`src/aor_pkg.sv`:
```
package aor_pkg;

  // ----------------------------------------------------------------
  // timing
  // ----------------------------------------------------------------
  localparam int unsigned AOR_CLK_HZ = 50_000_000;
  localparam int unsigned AOR_HOLD_MS = 1000;
  localparam int unsigned AOR_HOLD_CYC = AOR_CLK_HZ / 1000 * AOR_HOLD_MS;

  // ----------------------------------------------------------------
  // register offsets (byte addresses)
  // ----------------------------------------------------------------
  localparam logic [7:0] AOR_OFS_ROUTE = 8'h00;
  localparam logic [7:0] AOR_OFS_ATYPE = 8'h04;
  localparam logic [7:0] AOR_OFS_POL = 8'h08;
  localparam logic [7:0] AOR_OFS_CTRL = 8'h0c;
  localparam logic [7:0] AOR_OFS_LIMIT = 8'h10;
  localparam logic [7:0] AOR_OFS_TARGET = 8'h14;
  localparam logic [7:0] AOR_OFS_INPUT = 8'h18;
  localparam logic [7:0] AOR_OFS_SCALE = 8'h1c;
  localparam logic [7:0] AOR_OFS_STATUS = 8'h20;

  // ----------------------------------------------------------------
  // field positions
  // ----------------------------------------------------------------
  localparam int AOR_AUX2_LSB = 8;
  localparam int AOR_ATYPE_STRIDE = 8;
  localparam int AOR_CTL_DIR_BIT = 0;
  localparam int AOR_CTL_ONOFF_BIT = 1;
  localparam int AOR_CTL_KIND_LSB = 4;
  localparam int AOR_CTL_SEC_LSB = 8;
  localparam int AOR_LIM_LO_LSB = 16;
  localparam int AOR_IN_UNIT_BIT = 8;
  localparam int AOR_IN_DP_LSB = 12;

  // ----------------------------------------------------------------
  // output sources and alarm codes
  // ----------------------------------------------------------------
  typedef enum logic [3:0] {
    AOR_SRC_ALARM1 = 4'h0,
    AOR_SRC_ALARM2 = 4'h1,
    AOR_SRC_ALARM3 = 4'h2,
    AOR_SRC_HEATER = 4'h3,
    AOR_SRC_LOOP = 4'h4,
    AOR_SRC_TSIG1 = 4'h5,
    AOR_SRC_TSIG2 = 4'h6,
    AOR_SRC_PROGRAM_FINISHED = 4'h7,
    AOR_SRC_STAGE = 4'h8,
    AOR_SRC_INERR = 4'h9,
    AOR_SRC_ADERR = 4'ha
  } aor_src_e;

  localparam int AOR_NUM_SRC = 11;

  typedef enum logic [3:0] {
    AOR_AT_UPLO = 4'h1, AOR_AT_UP = 4'h2, AOR_AT_LO = 4'h3,
    AOR_AT_RANGE = 4'h4, AOR_AT_UPLO_SB = 4'h5, AOR_AT_UP_SB = 4'h6,
    AOR_AT_LO_SB = 4'h7, AOR_AT_ABS_UP = 4'h8, AOR_AT_ABS_LO = 4'h9,
    AOR_AT_ABS_UP_SB = 4'ha, AOR_AT_ABS_LO_SB = 4'hb
  } aor_atype_e;

  typedef enum logic [1:0] {
    AOR_CK_STD = 2'h0,
    AOR_CK_HEATCOOL = 2'h1,
    AOR_CK_POSITION = 2'h2
  } aor_kind_e;

  typedef enum logic [1:0] {
    AOR_KEY_IDLE = 2'h0,
    AOR_KEY_HOLD = 2'h1,
    AOR_KEY_MENU = 2'h2,
    AOR_KEY_MHOLD = 2'h3
  } aor_key_e;

  // ----------------------------------------------------------------
  // reset values and ranges
  // ----------------------------------------------------------------
  localparam aor_src_e AOR_AUX1_RST = AOR_SRC_ALARM2;
  localparam aor_src_e AOR_AUX2_RST = AOR_SRC_ALARM3;
  localparam aor_atype_e AOR_ATYPE_RST = AOR_AT_UP;
  localparam logic [2:0] AOR_POL_RST = 3'h0;
  localparam logic AOR_DIR_RST = 1'b0;
  localparam logic AOR_ONOFF_RST = 1'b0;
  localparam logic [1:0] AOR_SEC_RST = 2'h1;
  localparam logic [1:0] AOR_SEC_EXP_MAX = 2'h1;
  localparam logic signed [15:0] AOR_SPH_RST = 16'sd1300;
  localparam logic signed [15:0] AOR_SPL_RST = -16'sd200;
  localparam logic signed [15:0] AOR_SCH_RST = 16'sd100;
  localparam logic signed [15:0] AOR_SCL_RST = 16'sd0;
  localparam logic signed [15:0] AOR_SC_MAX = 16'sd9999;
  localparam logic signed [15:0] AOR_SC_MIN = -16'sd1999;
  localparam logic signed [15:0] AOR_TARGET_RST = 16'sd0;
  localparam logic [4:0] AOR_INTYPE_RST = 5'h02;
  localparam logic [4:0] AOR_TEMP_LAST = 5'h10;
  localparam logic [4:0] AOR_INTYPE_LAST = 5'h15;
  localparam logic [1:0] AOR_DP_RST = 2'h0;

  // ----------------------------------------------------------------
  // carriers
  // ----------------------------------------------------------------
  typedef struct packed {
    logic converter_error;
    logic input_error_flag;
    logic stage_output;
    logic program_finished;
    logic [1:0] time_signal;
    logic loop_break_alarm;
    logic heater_burnout_alarm;
    logic [2:0] alarm_state;
  } aor_func_s;

  typedef struct packed {
    logic signed [15:0] hi;
    logic signed [15:0] lo;
    logic [1:0] dp;
  } aor_rng_s;

endpackage

```
`src/aor_top.sv`:
```
// Design decisions made here: the register offsets and the APB slave port.
`timescale 1ns/1ps
module aor_top #(
  parameter int unsigned HOLD_CYC = aor_pkg::AOR_HOLD_CYC
) (
  input wire logic pclk,
  input wire logic presetn,
  input wire logic psel,
  input wire logic penable,
  input wire logic pwrite,
  input wire logic [31:0] paddr,
  input wire logic [31:0] pwdata,
  output logic [31:0] prdata,
  output logic pready,
  output logic pslverr,
  input wire aor_pkg::aor_func_s func_in,
  input wire logic signed [15:0] measured_value,
  input wire logic mode_key,
  output logic [1:0] aux_out,
  output logic aux_out_one_lamp,
  output logic aux_out_two_lamp,
  output logic [3:0] alarm_one_type,
  output logic [3:0] alarm_two_type,
  output logic [3:0] alarm_three_type,
  output logic signed [15:0] target_value,
  output logic signed [16:0] control_error,
  output logic onoff_active,
  output logic [1:0] decimal_point,
  output logic menu_active,
  output logic mode_enter
);
  import aor_pkg::*;

  // ----------------------------------------------------------------
  // configuration state
  // ----------------------------------------------------------------
  aor_src_e aux_src_q [2];
  logic [3:0] atype_q [3];
  logic [2:0] alarm_pol_q;
  logic dir_q, onoff_q;
  logic [1:0] kind_q, sec_q;
  logic signed [15:0] setpoint_high_limit, setpoint_low_limit;
  logic signed [15:0] sc_hi_q, sc_lo_q;
  logic [4:0] intype_q;
  logic fahr_q;
  logic [1:0] sc_dp_q;

  function automatic aor_rng_s sensor_range(input logic [4:0] t,
                                            input logic f);
    aor_rng_s r;
    r = '{hi: 16'sd0, lo: 16'sd0, dp: 2'h0};
    case (t)
      5'h00, 5'h01: r = f ? '{9999, -1999, 1} : '{6500, -1999, 1};
      5'h02, 5'h0b: r = f ? '{2300, -300, 0} : '{1300, -200, 0};
      5'h03: r = f ? '{9000, 0, 1} : '{5000, 0, 1};
      5'h04, 5'h08: r = f ? '{1500, -100, 0} : '{850, -100, 0};
      5'h05, 5'h09: r = f ? '{7500, 0, 1} : '{4000, 0, 1};
      5'h06, 5'h0a: r = f ? '{7000, -1999, 1} : '{4000, -1999, 1};
      5'h07: r = f ? '{1100, 0, 0} : '{600, 0, 0};
      5'h0c, 5'h0d: r = f ? '{3000, 0, 0} : '{1700, 0, 0};
      5'h0e: r = f ? '{3200, 300, 0} : '{1800, 100, 0};
      5'h0f: r = f ? '{4100, 0, 0} : '{2300, 0, 0};
      5'h10: r = f ? '{2300, 0, 0} : '{1300, 0, 0};
      default: r = '{hi: 16'sd0, lo: 16'sd0, dp: 2'h0};
    endcase
    return r;
  endfunction

  function automatic logic signed [15:0] clamp(
      input logic signed [15:0] v, input logic signed [15:0] hi,
      input logic signed [15:0] lo);
    clamp = (v > hi) ? hi : ((v < lo) ? lo : v);
  endfunction

  function automatic logic routed(input aor_src_e a, input aor_src_e b,
                                  input int i);
    routed = (a == aor_src_e'(i[3:0])) || (b == aor_src_e'(i[3:0]));
  endfunction

  logic is_temp;
  aor_rng_s sens;
  logic signed [15:0] bound_hi, bound_lo;
  assign is_temp = (intype_q <= AOR_TEMP_LAST);
  assign sens = sensor_range(intype_q, fahr_q);
  assign bound_hi = is_temp ? sens.hi : sc_hi_q;
  assign bound_lo = is_temp ? sens.lo : sc_lo_q;

  // ----------------------------------------------------------------
  // apb decode, checked in the setup phase
  // ----------------------------------------------------------------
  // accept/reject and read data are settled in setup so that the
  // access phase can answer with zero wait states from flip-flops
  logic setup, access, wr_ok_q, wr_go;
  logic [7:0] addr_q;
  logic [31:0] rdata_d;
  logic acc_ok;
  logic signed [15:0] w_hi, w_lo;
  logic [4:0] w_type;
  logic w_unit;
  logic exp_ok;
  aor_rng_s w_sens;

  assign setup = psel && !penable;
  assign access = psel && penable;
  assign w_hi = pwdata[15:0];
  assign w_lo = pwdata[AOR_LIM_LO_LSB +: 16];
  assign w_type = pwdata[4:0];
  assign w_unit = pwdata[AOR_IN_UNIT_BIT];
  assign w_sens = sensor_range(w_type, w_unit);
  assign exp_ok = (sec_q <= AOR_SEC_EXP_MAX);

  always_comb begin
    logic [3:0] nt;
    logic [7:0] a;
    nt = 4'h0;
    a = paddr[7:0];
    acc_ok = 1'b1;
    rdata_d = 32'h0;
    if (paddr[31:8] != 24'h0 || paddr[1:0] != 2'h0) begin
      acc_ok = 1'b0;
    end else if (a == AOR_OFS_ROUTE) begin
      rdata_d = {20'h0, aux_src_q[1], 4'h0, aux_src_q[0]};
      if (pwrite && (pwdata[3:0] > AOR_SRC_ADERR ||
          pwdata[AOR_AUX2_LSB +: 4] > AOR_SRC_ADERR))
        acc_ok = 1'b0;
    end else if (a == AOR_OFS_ATYPE) begin
      for (int i = 0; i < 3; i++) begin
        rdata_d[i*AOR_ATYPE_STRIDE +: 4] = atype_q[i];
        nt = pwdata[i*AOR_ATYPE_STRIDE +: 4];
        if (pwrite && nt != atype_q[i] &&
            (!routed(aux_src_q[0], aux_src_q[1], i) ||
             nt < AOR_AT_UPLO || nt > AOR_AT_ABS_LO_SB))
          acc_ok = 1'b0;
      end
    end else if (a == AOR_OFS_POL) begin
      rdata_d = {29'h0, alarm_pol_q};
      for (int i = 0; i < 3; i++) begin
        if (pwrite && pwdata[i] != alarm_pol_q[i] &&
            !routed(aux_src_q[0], aux_src_q[1], i))
          acc_ok = 1'b0;
      end
    end else if (a == AOR_OFS_CTRL) begin
      rdata_d[AOR_CTL_DIR_BIT] = dir_q;
      rdata_d[AOR_CTL_ONOFF_BIT] = onoff_q;
      rdata_d[AOR_CTL_KIND_LSB +: 2] = kind_q;
      rdata_d[AOR_CTL_SEC_LSB +: 2] = sec_q;
      if (pwrite && pwdata[AOR_CTL_ONOFF_BIT] != onoff_q &&
          (!exp_ok || kind_q == AOR_CK_POSITION))
        acc_ok = 1'b0;
      if (pwrite && pwdata[AOR_CTL_KIND_LSB +: 2] > AOR_CK_POSITION)
        acc_ok = 1'b0;
    end else if (a == AOR_OFS_LIMIT) begin
      rdata_d = {setpoint_low_limit, setpoint_high_limit};
      if (pwrite && (!exp_ok || w_hi <= w_lo ||
          w_hi > bound_hi || w_lo < bound_lo))
        acc_ok = 1'b0;
    end else if (a == AOR_OFS_TARGET) begin
      rdata_d = {{16{target_value[15]}}, target_value};
      if (pwrite && (w_hi > setpoint_high_limit ||
          w_hi < setpoint_low_limit))
        acc_ok = 1'b0;
    end else if (a == AOR_OFS_INPUT) begin
      rdata_d[4:0] = intype_q;
      rdata_d[AOR_IN_UNIT_BIT] = fahr_q;
      rdata_d[AOR_IN_DP_LSB +: 2] = sc_dp_q;
      if (pwrite && w_type > AOR_INTYPE_LAST)
        acc_ok = 1'b0;
    end else if (a == AOR_OFS_SCALE) begin
      rdata_d = {sc_lo_q, sc_hi_q};
      if (pwrite && (w_hi <= w_lo || w_hi > AOR_SC_MAX ||
          w_lo < AOR_SC_MIN))
        acc_ok = 1'b0;
    end else if (a == AOR_OFS_STATUS) begin
      rdata_d = {13'h0, onoff_active, decimal_point, menu_active,
                 aux_out_two_lamp, aux_out_one_lamp, aux_out,
                 func_in};
      if (pwrite)
        acc_ok = 1'b0;
    end else begin
      acc_ok = 1'b0;
    end
  end

  always_ff @(posedge pclk or negedge presetn) begin
    if (!presetn) begin
      prdata <= 32'h0;
      pslverr <= 1'b0;
      wr_ok_q <= 1'b0;
      addr_q <= 8'h0;
    end else if (setup) begin
      prdata <= pwrite ? 32'h0 : rdata_d;
      pslverr <= !acc_ok;
      wr_ok_q <= pwrite && acc_ok;
      addr_q <= paddr[7:0];
    end
  end

  assign pready = 1'b1;
  assign wr_go = access && wr_ok_q;

  // ----------------------------------------------------------------
  // routing and alarm configuration
  // ----------------------------------------------------------------
  always_ff @(posedge pclk or negedge presetn) begin
    if (!presetn) begin
      aux_src_q[0] <= AOR_AUX1_RST;
      aux_src_q[1] <= AOR_AUX2_RST;
    end else if (wr_go && addr_q == AOR_OFS_ROUTE) begin
      aux_src_q[0] <= aor_src_e'(pwdata[3:0]);
      aux_src_q[1] <= aor_src_e'(pwdata[AOR_AUX2_LSB +: 4]);
    end
  end

  always_ff @(posedge pclk or negedge presetn) begin
    if (!presetn) begin
      for (int i = 0; i < 3; i++)
        atype_q[i] <= AOR_ATYPE_RST;
    end else if (wr_go && addr_q == AOR_OFS_ATYPE) begin
      for (int i = 0; i < 3; i++)
        atype_q[i] <= pwdata[i*AOR_ATYPE_STRIDE +: 4];
    end
  end

  // each bit is one alarm; routing never touches these bits
  always_ff @(posedge pclk or negedge presetn) begin
    if (!presetn)
      alarm_pol_q <= AOR_POL_RST;
    else if (wr_go && addr_q == AOR_OFS_POL)
      alarm_pol_q <= pwdata[2:0];
  end

  assign alarm_one_type = atype_q[0];
  assign alarm_two_type = atype_q[1];
  assign alarm_three_type = atype_q[2];

  always_ff @(posedge pclk or negedge presetn) begin
    if (!presetn) begin
      dir_q <= AOR_DIR_RST;
      onoff_q <= AOR_ONOFF_RST;
      kind_q <= AOR_CK_STD;
      sec_q <= AOR_SEC_RST;
    end else if (wr_go && addr_q == AOR_OFS_CTRL) begin
      dir_q <= pwdata[AOR_CTL_DIR_BIT];
      onoff_q <= pwdata[AOR_CTL_ONOFF_BIT];
      kind_q <= pwdata[AOR_CTL_KIND_LSB +: 2];
      sec_q <= pwdata[AOR_CTL_SEC_LSB +: 2];
    end
  end

  // ----------------------------------------------------------------
  // input type and scaling
  // ----------------------------------------------------------------
  logic in_wr, in_change;
  assign in_wr = wr_go && addr_q == AOR_OFS_INPUT;
  assign in_change = in_wr && (w_type <= AOR_TEMP_LAST) &&
                     (w_type != intype_q || w_unit != fahr_q);

  always_ff @(posedge pclk or negedge presetn) begin
    if (!presetn) begin
      intype_q <= AOR_INTYPE_RST;
      fahr_q <= 1'b0;
      sc_dp_q <= AOR_DP_RST;
    end else if (in_wr) begin
      intype_q <= w_type;
      fahr_q <= w_unit;
      sc_dp_q <= pwdata[AOR_IN_DP_LSB +: 2];
    end
  end

  always_ff @(posedge pclk or negedge presetn) begin
    if (!presetn) begin
      sc_hi_q <= AOR_SCH_RST;
      sc_lo_q <= AOR_SCL_RST;
    end else if (wr_go && addr_q == AOR_OFS_SCALE) begin
      sc_hi_q <= w_hi;
      sc_lo_q <= w_lo;
    end
  end

  // ----------------------------------------------------------------
  // set point limits and target
  // ----------------------------------------------------------------
  logic lim_wr;
  assign lim_wr = wr_go && addr_q == AOR_OFS_LIMIT;

  always_ff @(posedge pclk or negedge presetn) begin
    if (!presetn) begin
      setpoint_high_limit <= AOR_SPH_RST;
      setpoint_low_limit <= AOR_SPL_RST;
    end else if (in_change) begin
      setpoint_high_limit <= w_sens.hi;
      setpoint_low_limit <= w_sens.lo;
    end else if (lim_wr) begin
      setpoint_high_limit <= w_hi;
      setpoint_low_limit <= w_lo;
    end
  end

  // the set point follows the limits in the same edge so no cycle
  // ever shows a set point outside the active interval
  always_ff @(posedge pclk or negedge presetn) begin
    if (!presetn)
      target_value <= AOR_TARGET_RST;
    else if (in_change)
      target_value <= clamp(target_value, w_sens.hi, w_sens.lo);
    else if (lim_wr)
      target_value <= clamp(target_value, w_hi, w_lo);
    else if (wr_go && addr_q == AOR_OFS_TARGET)
      target_value <= w_hi;
  end

  always_ff @(posedge pclk or negedge presetn) begin
    if (!presetn)
      decimal_point <= AOR_DP_RST;
    else
      decimal_point <= is_temp ? sens.dp : sc_dp_q;
  end

  // ----------------------------------------------------------------
  // control action
  // ----------------------------------------------------------------
  // positive error asks for more output in either action
  always_ff @(posedge pclk or negedge presetn) begin
    if (!presetn) begin
      control_error <= 17'sh0;
      onoff_active <= 1'b0;
    end else begin
      if (dir_q)
        control_error <= 17'(measured_value - target_value);
      else
        control_error <= 17'(target_value - measured_value);
      onoff_active <= onoff_q && kind_q != AOR_CK_POSITION;
    end
  end

  // ----------------------------------------------------------------
  // output routing
  // ----------------------------------------------------------------
  logic [AOR_NUM_SRC-1:0] func_vec;
  assign func_vec = func_in;

  for (genvar k = 0; k < 2; k++) begin : g_aux
    logic state, inv;
    assign state = func_vec[aux_src_q[k]];
    assign inv = (aux_src_q[k] <= AOR_SRC_ALARM3) &&
                 alarm_pol_q[aux_src_q[k][1:0]];
    always_ff @(posedge pclk or negedge presetn) begin
      if (!presetn)
        aux_out[k] <= 1'b0;
      else
        aux_out[k] <= state ^ inv;
    end
  end

  always_ff @(posedge pclk or negedge presetn) begin
    if (!presetn) begin
      aux_out_one_lamp <= 1'b0;
      aux_out_two_lamp <= 1'b0;
    end else begin
      aux_out_one_lamp <= g_aux[0].state;
      aux_out_two_lamp <= g_aux[1].state;
    end
  end

  // ----------------------------------------------------------------
  // mode key hold timing
  // ----------------------------------------------------------------
  logic key_s1_q, key_s2_q, armed_q;
  logic [31:0] hold_cnt_q;
  aor_key_e key_st_q;

  always_ff @(posedge pclk or negedge presetn) begin
    if (!presetn) begin
      key_s1_q <= 1'b0;
      key_s2_q <= 1'b0;
    end else begin
      key_s1_q <= mode_key;
      key_s2_q <= key_s1_q;
    end
  end

  // the second hold only counts after the key was let go once, so
  // the first press cannot run straight through into a mode entry
  always_ff @(posedge pclk or negedge presetn) begin
    if (!presetn) begin
      key_st_q <= AOR_KEY_IDLE;
      hold_cnt_q <= 32'h0;
      armed_q <= 1'b0;
      mode_enter <= 1'b0;
    end else begin
      mode_enter <= 1'b0;
      case (key_st_q)
        AOR_KEY_IDLE: begin
          hold_cnt_q <= 32'h0;
          if (key_s2_q)
            key_st_q <= AOR_KEY_HOLD;
        end
        AOR_KEY_HOLD: begin
          if (!key_s2_q) begin
            key_st_q <= AOR_KEY_IDLE;
          end else if (hold_cnt_q >= HOLD_CYC - 2) begin
            key_st_q <= AOR_KEY_MENU;
            armed_q <= 1'b0;
          end else begin
            hold_cnt_q <= hold_cnt_q + 32'h1;
          end
        end
        AOR_KEY_MENU: begin
          hold_cnt_q <= 32'h0;
          if (!key_s2_q)
            armed_q <= 1'b1;
          else if (armed_q)
            key_st_q <= AOR_KEY_MHOLD;
        end
        AOR_KEY_MHOLD: begin
          if (!key_s2_q) begin
            key_st_q <= AOR_KEY_MENU;
          end else if (hold_cnt_q >= HOLD_CYC - 2) begin
            key_st_q <= AOR_KEY_IDLE;
            mode_enter <= 1'b1;
          end else begin
            hold_cnt_q <= hold_cnt_q + 32'h1;
          end
        end
        default: key_st_q <= AOR_KEY_IDLE;
      endcase
    end
  end

  assign menu_active = (key_st_q == AOR_KEY_MENU) ||
                       (key_st_q == AOR_KEY_MHOLD);

endmodule // aor_top

```
`config.mk`:
```
export PLATFORM = sky130hd
export DESIGN_NAME = aor_top
export DESIGN_NICKNAME = d
export VERILOG_FILES = /design/src/aor_pkg.sv /design/src/aor_top.sv
export SDC_FILE = /design/constraint.sdc
export NUM_CORES = 1
export LEC_CHECK = 0
export BUFFER_PORTS_ARGS = -buffer_cell sky130_fd_sc_hd__buf_2
export CAP_MARGIN = 20
export CORE_MARGIN = 1.5
export CORE_UTILIZATION = 65
export DETAILED_ROUTE_END_ITERATION = 8
export HOLD_SLACK_MARGIN = 0.08
export PLACE_DENSITY = 0.92
export SYNTH_ARGS = -nofsm -noshare
export SYNTH_HDL_FRONTEND = slang
export SYNTH_SLANG_ARGS = --single-unit
```
`constraint.sdc`:
```
create_clock -name pclk -period 8 [get_ports pclk]
set_clock_uncertainty 0.05 [all_clocks]
set_input_delay 0.4 -clock pclk [delete_from_list [all_inputs] [get_ports pclk]]
set_output_delay 0.4 -clock pclk [all_outputs]
set_load 0.01 [all_outputs]
```
Word-level counts from Yosys, hierarchy flattened
Index checks and enable logic that the tools add are counted.
- $add $sub $neg: 3
- magnitude comparators: 31
- equality and inequality tests: 77
- mux-type cells: 115
- bitwise gates (word level): 2
- reductions and logical operators: 93
- operators with widths (kind ; number):
    one-hot mux 32 bit (11 select lines) ; 2
    2-to-1 mux 32 bit ; 13
    2-to-1 mux 30 bit ; 8
    2-to-1 mux 16 bit ; 13
    2-to-1 mux 31 bit ; 6
    2-to-1 mux 29 bit ; 4
    equality test 5 x 4 -> 1 bit (second input constant) ; 16
    equality test 8 x 5 -> 1 bit (second input constant) ; 8
    less-than comparator 16 bit ; 4
    one-hot mux 32 bit (2 select lines) ; 1
    greater-than comparator 16 bit ; 3
    equality test 5 x 3 -> 1 bit (second input constant) ; 8
    logical AND 1 bit ; 37
    2-to-1 mux 1 bit ; 35
    subtractor 16 x 16 -> 17 bit ; 2
    adder 32 x 1 -> 32 bit (second input constant) ; 1
    equality test 8 x 4 -> 1 bit (second input constant) ; 4
    greater-or-equal comparator 32 x 26 -> 1 bit (second input constant) ; 1
    2-to-1 mux 2 bit ; 14
    OR reduction 2 bit ; 14
    nonzero test 24 bit ; 1
    2-to-1 mux 22 bit ; 1
    equality test 5 x 2 -> 1 bit (second input constant) ; 4
    greater-than comparator 4 bit (second input constant) ; 5
    52 further kinds ; 116
- flip-flop bits (word level): 221
- input bits: 97
- output and inout port bits: 88
- word-level logic and storage cells: 356

Logic depth before layout (Yosys ltp)
- depth in word-level cells: 16
- mapped depth: 19
- gate-level depth less buffers: 17

Worst setup path before layout
Ideal clock, no wire load.
- path kind: input to register
- start point: input pwdata[2]
- end point: register target_value[13]
- setup time: 0.125 ns
- data arrival time: 4.209 ns
- data required time: 7.825 ns
- slack: 3.616 ns
- stages: 17
- path buffers: 4
- cell sequence: buf_2 > clkbuf_1 > buf_1 > a21oi_1 > a2111oi_0 > a21oi_1 > a41o_1 > a2bb2oi_1 > ha_1 > nand4_1 > or4_1 > a21o_1 > a211oi_2 > buf_2 > nand2_1 > a221o_1 > mux2_4
- cells in the longest elaborated chain, start to end: 6
- elaborated cells between the ends (all ways): 41
- classes of those cells: 4 x order compare; 19 x eq/ne; 6 x mux; 12 x reduce/logical
- RTL lines (what ; RTL line ; text):
    start, declared ; aor_top.sv:12 ; input wire logic [31:0] pwdata,
    equality test 5 x 4 -> 1 bit, or another cell as far along ; aor_top.sv:52 ; case (t)
    OR reduction 2 bit ; aor_top.sv:52 ;
    one-hot mux 32 bit (11 select lines) ; aor_top.sv:52 ;
    greater-than comparator 16 x 15 -> 1 bit, or another cell as far along ; aor_top.sv:72 ; clamp = (v > hi) ? hi : ((v < lo) ? lo : v);
    != test 3 x 1 -> 1 bit (no line) / 2-to-1 mux 16 bit (equally long branches) ; n/a ;
    AND reduction 3 bit (no line) / 2-to-1 mux 16 bit (equally long branches) ; n/a ;
    end signal, assigned ; aor_top.sv:305 ; target_value <= clamp(target_value, w_sens.hi, w_sens.lo);
    end signal, assigned ; aor_top.sv:307 ; target_value <= clamp(target_value, w_hi, w_lo);
    end signal, assigned ; aor_top.sv:309 ; target_value <= w_hi;
    end, declared ; aor_top.sv:25 ; output logic signed [15:0] target_value,
Parallel ways exist; a longest one is shown, timed or not. The select of a mux whose other input is x is not followed.
A chain may end at the register's enable or synchronous reset.

Final worst setup path
- start point: input pwdata[1]
- end point: register target_value[2]
The elaborated chain is that of the path after synthesis.

==> results_dict.tcl <==
set metrics [dict create \
    cts_tree "done" \
    grt_antenna_before_repair 0 \
    reg2reg_from "intype_q[2]" \
    ant_nets 0 \
    synth_top_area_share_pct 28.35 \
    drv_slew 0 \
    clkTransAtPathRegs_ns 0.07 \
    critPathRequiredTime_ns 8.39 \
    cts_root_buf "clkbuf_16" \
    reg2reg_depth 17 \
    num-nets-final 2413 \
    synth_ff_type "dfrtp_1" \
    path_cells "buf_2 > inv_1 > nor3_1 > nor2_1 > nor2_1 > a211oi_1 > o21a_1 > ha_1 > nand4_1 > or4_1 > nor3_1 > a211oi_2 > buf_4 > a21oi_1 > nor2_1 > o22ai_2 > mux2_2" \
    synth_xor_area_share_pct 3.493 \
    leakagePower_uw 0.008985 \
    grt_pass1_wl_mm 97.39 \
    max_stage_delay_ns 0.88 \
    viasPerCell 7.042 \
    insertedDiodeCount 0 \
    r2r_setup_slack_ns 3.09 \
    drt-total-wl_mm 63.23 \
    synth_area_mm2 0.01730 \
    synth_most_common_cell "nand2_1" \
    r2r-end "wr_ok_q" \
    yosysUniqueCellTypes 86 \
    first_iter_violations 2711 \
    grt_use_total_pct 45.08 \
    hold_viol_final 0 \
    start_kind "input pin" \
    yosysSeqAreaShare_pct 32.15 \
    fmax_mhz 194.7 \
    worst_path_max_delay_cell "o22ai_2" \
    fin_ws_ns 2.864 \
    die_h_um 166.1 \
    gp_congestion 1.031 \
    wl_per_cell_um 25.31 \
    setup_viol 0 \
    period_needed_ns 5.136 \
    rows 59 \
    criticalPathCategory "input pin to flop" \
    fin_tns_setup_ns 0 \
    synth_top_family_by_area "compound AO/OA/AOI/OAI gates" \
    drive_gt1_share_pct 15.81 \
    crit_buf_inv 3 \
    initial_core_util_pct 66.38 \
    cts_buffers 26 \
    synth_area_leader_cell "dfrtp_1" \
    cts.sinks 221 \
    status "complete, no violations" \
    clock_latency_ns 0.56 \
    syn2layout_area_growth_pct 11.12 \
    dieWidth_um 166.1 \
    dp_hpwl_mm 45.66 \
    arrival_ns 5.53 \
    crit_path_frequent_cell "nor2_1" \
    post-cts-setup-buffers 0 \
    power.density_mw_per_mm2 143.4 \
    rsz0062_at_grt "false" \
    drc_errors 0 \
    hold_depth 2 \
    dieArea_mm2 0.02760 \
    synth_edf_count 0 \
    clockBufferDepth 3 \
    port_buffers 183 \
    ir_worst_vdd_uv 247.0 \
    pre_cts_ws_ns 2.459 \
    n_fill_cell 1928 \
    cap_violations 0 \
    min_to "addr_q[4]" \
    grt_overflow 0 \
    io_pins 185 \
    fin_worst_hold_slack_ns 0.1142 \
    first_pass_iters 6 \
    core_mm2 0.02606 \
    grt_max_degree 93 \
    syn-num-nets 2303 \
    grt_pass1_vias 17010 \
    avgSynthCellArea_um2 8.509 \
    muxShareOfSynthArea_pct 5.736 \
    synth-simple-area-share_pct 16.85 \
    p_total_uw 2756 \
    synth-seq-cells 221 \
    async_flop_share_pct 100.0 \
    synthAdderAreaFrac_pct 12.60 \
    hp-class "input pin to flop" \
    synth-compound-area-share_pct 23.43 \
    finalCritPeriodShare_pct 64.20 \
    endpoint_kind "flop" \
    worst_slew_pin_slew_ns 1.159 \
    yosysWarnings 0 \
    worstHoldStart "paddr[4]" \
    worst_path_dominant_cell_family "simple AND/OR/NAND/NOR gates" \
    cp_max_fo 45 \
    synthTopCellsByArea "dfrtp_1, ha_1, nand2_1" \
    synthTopCellsByCount "nand2_1, dfrtp_1, ha_1" \
    synth_cells 2033 \
    slew_headroom_pct 22.58 \
    h-tree-depth 1 \
    via_count 17590 \
]
-- routing by layer --
layer	vias up	GRT usage (%)	wire [um]
met3	301	11.37	8308
met2	1310	67.90	27310
met1	8322	59.93	23770
met5	-	0	0
li1	7658	-	-
met4	0	23.93	3841
-- metrics by stage --
step	instances	instance area, um^2	util (%)
2_1_floorplan	2033	17300	-
3_3_place_gp	2446	18320	70.29
3_5_place_dp	2446	18320	70.29
4_1_cts	2498	19220	73.76
5_1_grt	2498	19220	73.76
6_report	2498	19220	73.76
-- flip-flops by register name (all words and copies together), names as in the netlist, 2 cells and up --
name                 flops
alarm_three_type         4
setpoint_low_limit      16
key_st_q                 2
sc_lo_q                 16
control_error           17
alarm_two_type           4
decimal_point            2
sec_q                    2
hold_cnt_q              32
aux_src_q                8
aux_out                  2
intype_q                 5
prdata                  32
setpoint_high_limit     16
sc_dp_q                  2
alarm_pol_q              3
alarm_one_type           4
addr_q                   8
kind_q                   2
sc_hi_q                 16
target_value            16
-- worst max path at each step --
stage	from	end	slack, ns	depth (start not counted)
after floorplan	pwdata[2]	target_value[13]	3.62	17
after global placement	pwdata[1]	target_value[1]	2.57	17
after detailed placement	pwdata[1]	target_value[4]	2.46	17
after CTS	pwdata[1]	target_value[2]	3.01	17
after global routing	pwdata[3]	target_value[5]	2.64	17
final	pwdata[1]	target_value[2]	2.86	17
-- cells in the final DEF, fill, tap and decap left out, drive strengths merged, types with 28 or more instances in the layout --
cell type	count
nand2	216
buf	205
dfrtp	196
ha	171
o21ai	163
a21oi	147
nor2	133
inv	126
nand3	57
mux2	47
xnor2	46
nor3	42
clkbuf	42
mux2i	35
and2	32
a21o	31
nor2b	28
a22oi	28
-- area by class of cell --
type,instances,area (um^2),share of cell area [%]
clock buffer,42,802.0,4.172
clock inverter,6,62.56,0.3255
inverter,128,480.5,2.500
multi-input combinational,1557,10770,56.00
sequential,221,5562,28.93
tap,335,419.2,2.181
timing repair buffer,209,1131,5.884
-- power breakdown --
part           switching [uW]  leakage, uW  internal, uW
clock network             503     0.000427           715
registers                17.2      0.00287          1140
logic                     250      0.00569           135
total                     770      0.00898          1990
-- timing repair --
| item | in CTS | in global routing |
|---|---|---|
| endpoints found under the setup margin | 0 | 0 |
| resized for setup | 0 | 0 |
| hold buffers | 4 | 0 |
| hold endpoints to repair | 83 | 0 |
-- cell families (layout without fill, tap and decap cells) --
| group | after synthesis | in the layout |
|---|---|---|
| flops | 221 | 221 |
| other cells | 1 | 1 |
| xor+xnor | 69 | 69 |
| simple gates | 610 | 610 |
| buf+inv | 255 | 385 |
| compound gates | 618 | 618 |
| fa+ha+maj | 173 | 173 |
| mux | 86 | 86 |
No activity file was read; power rests on OpenSTA's default activity.
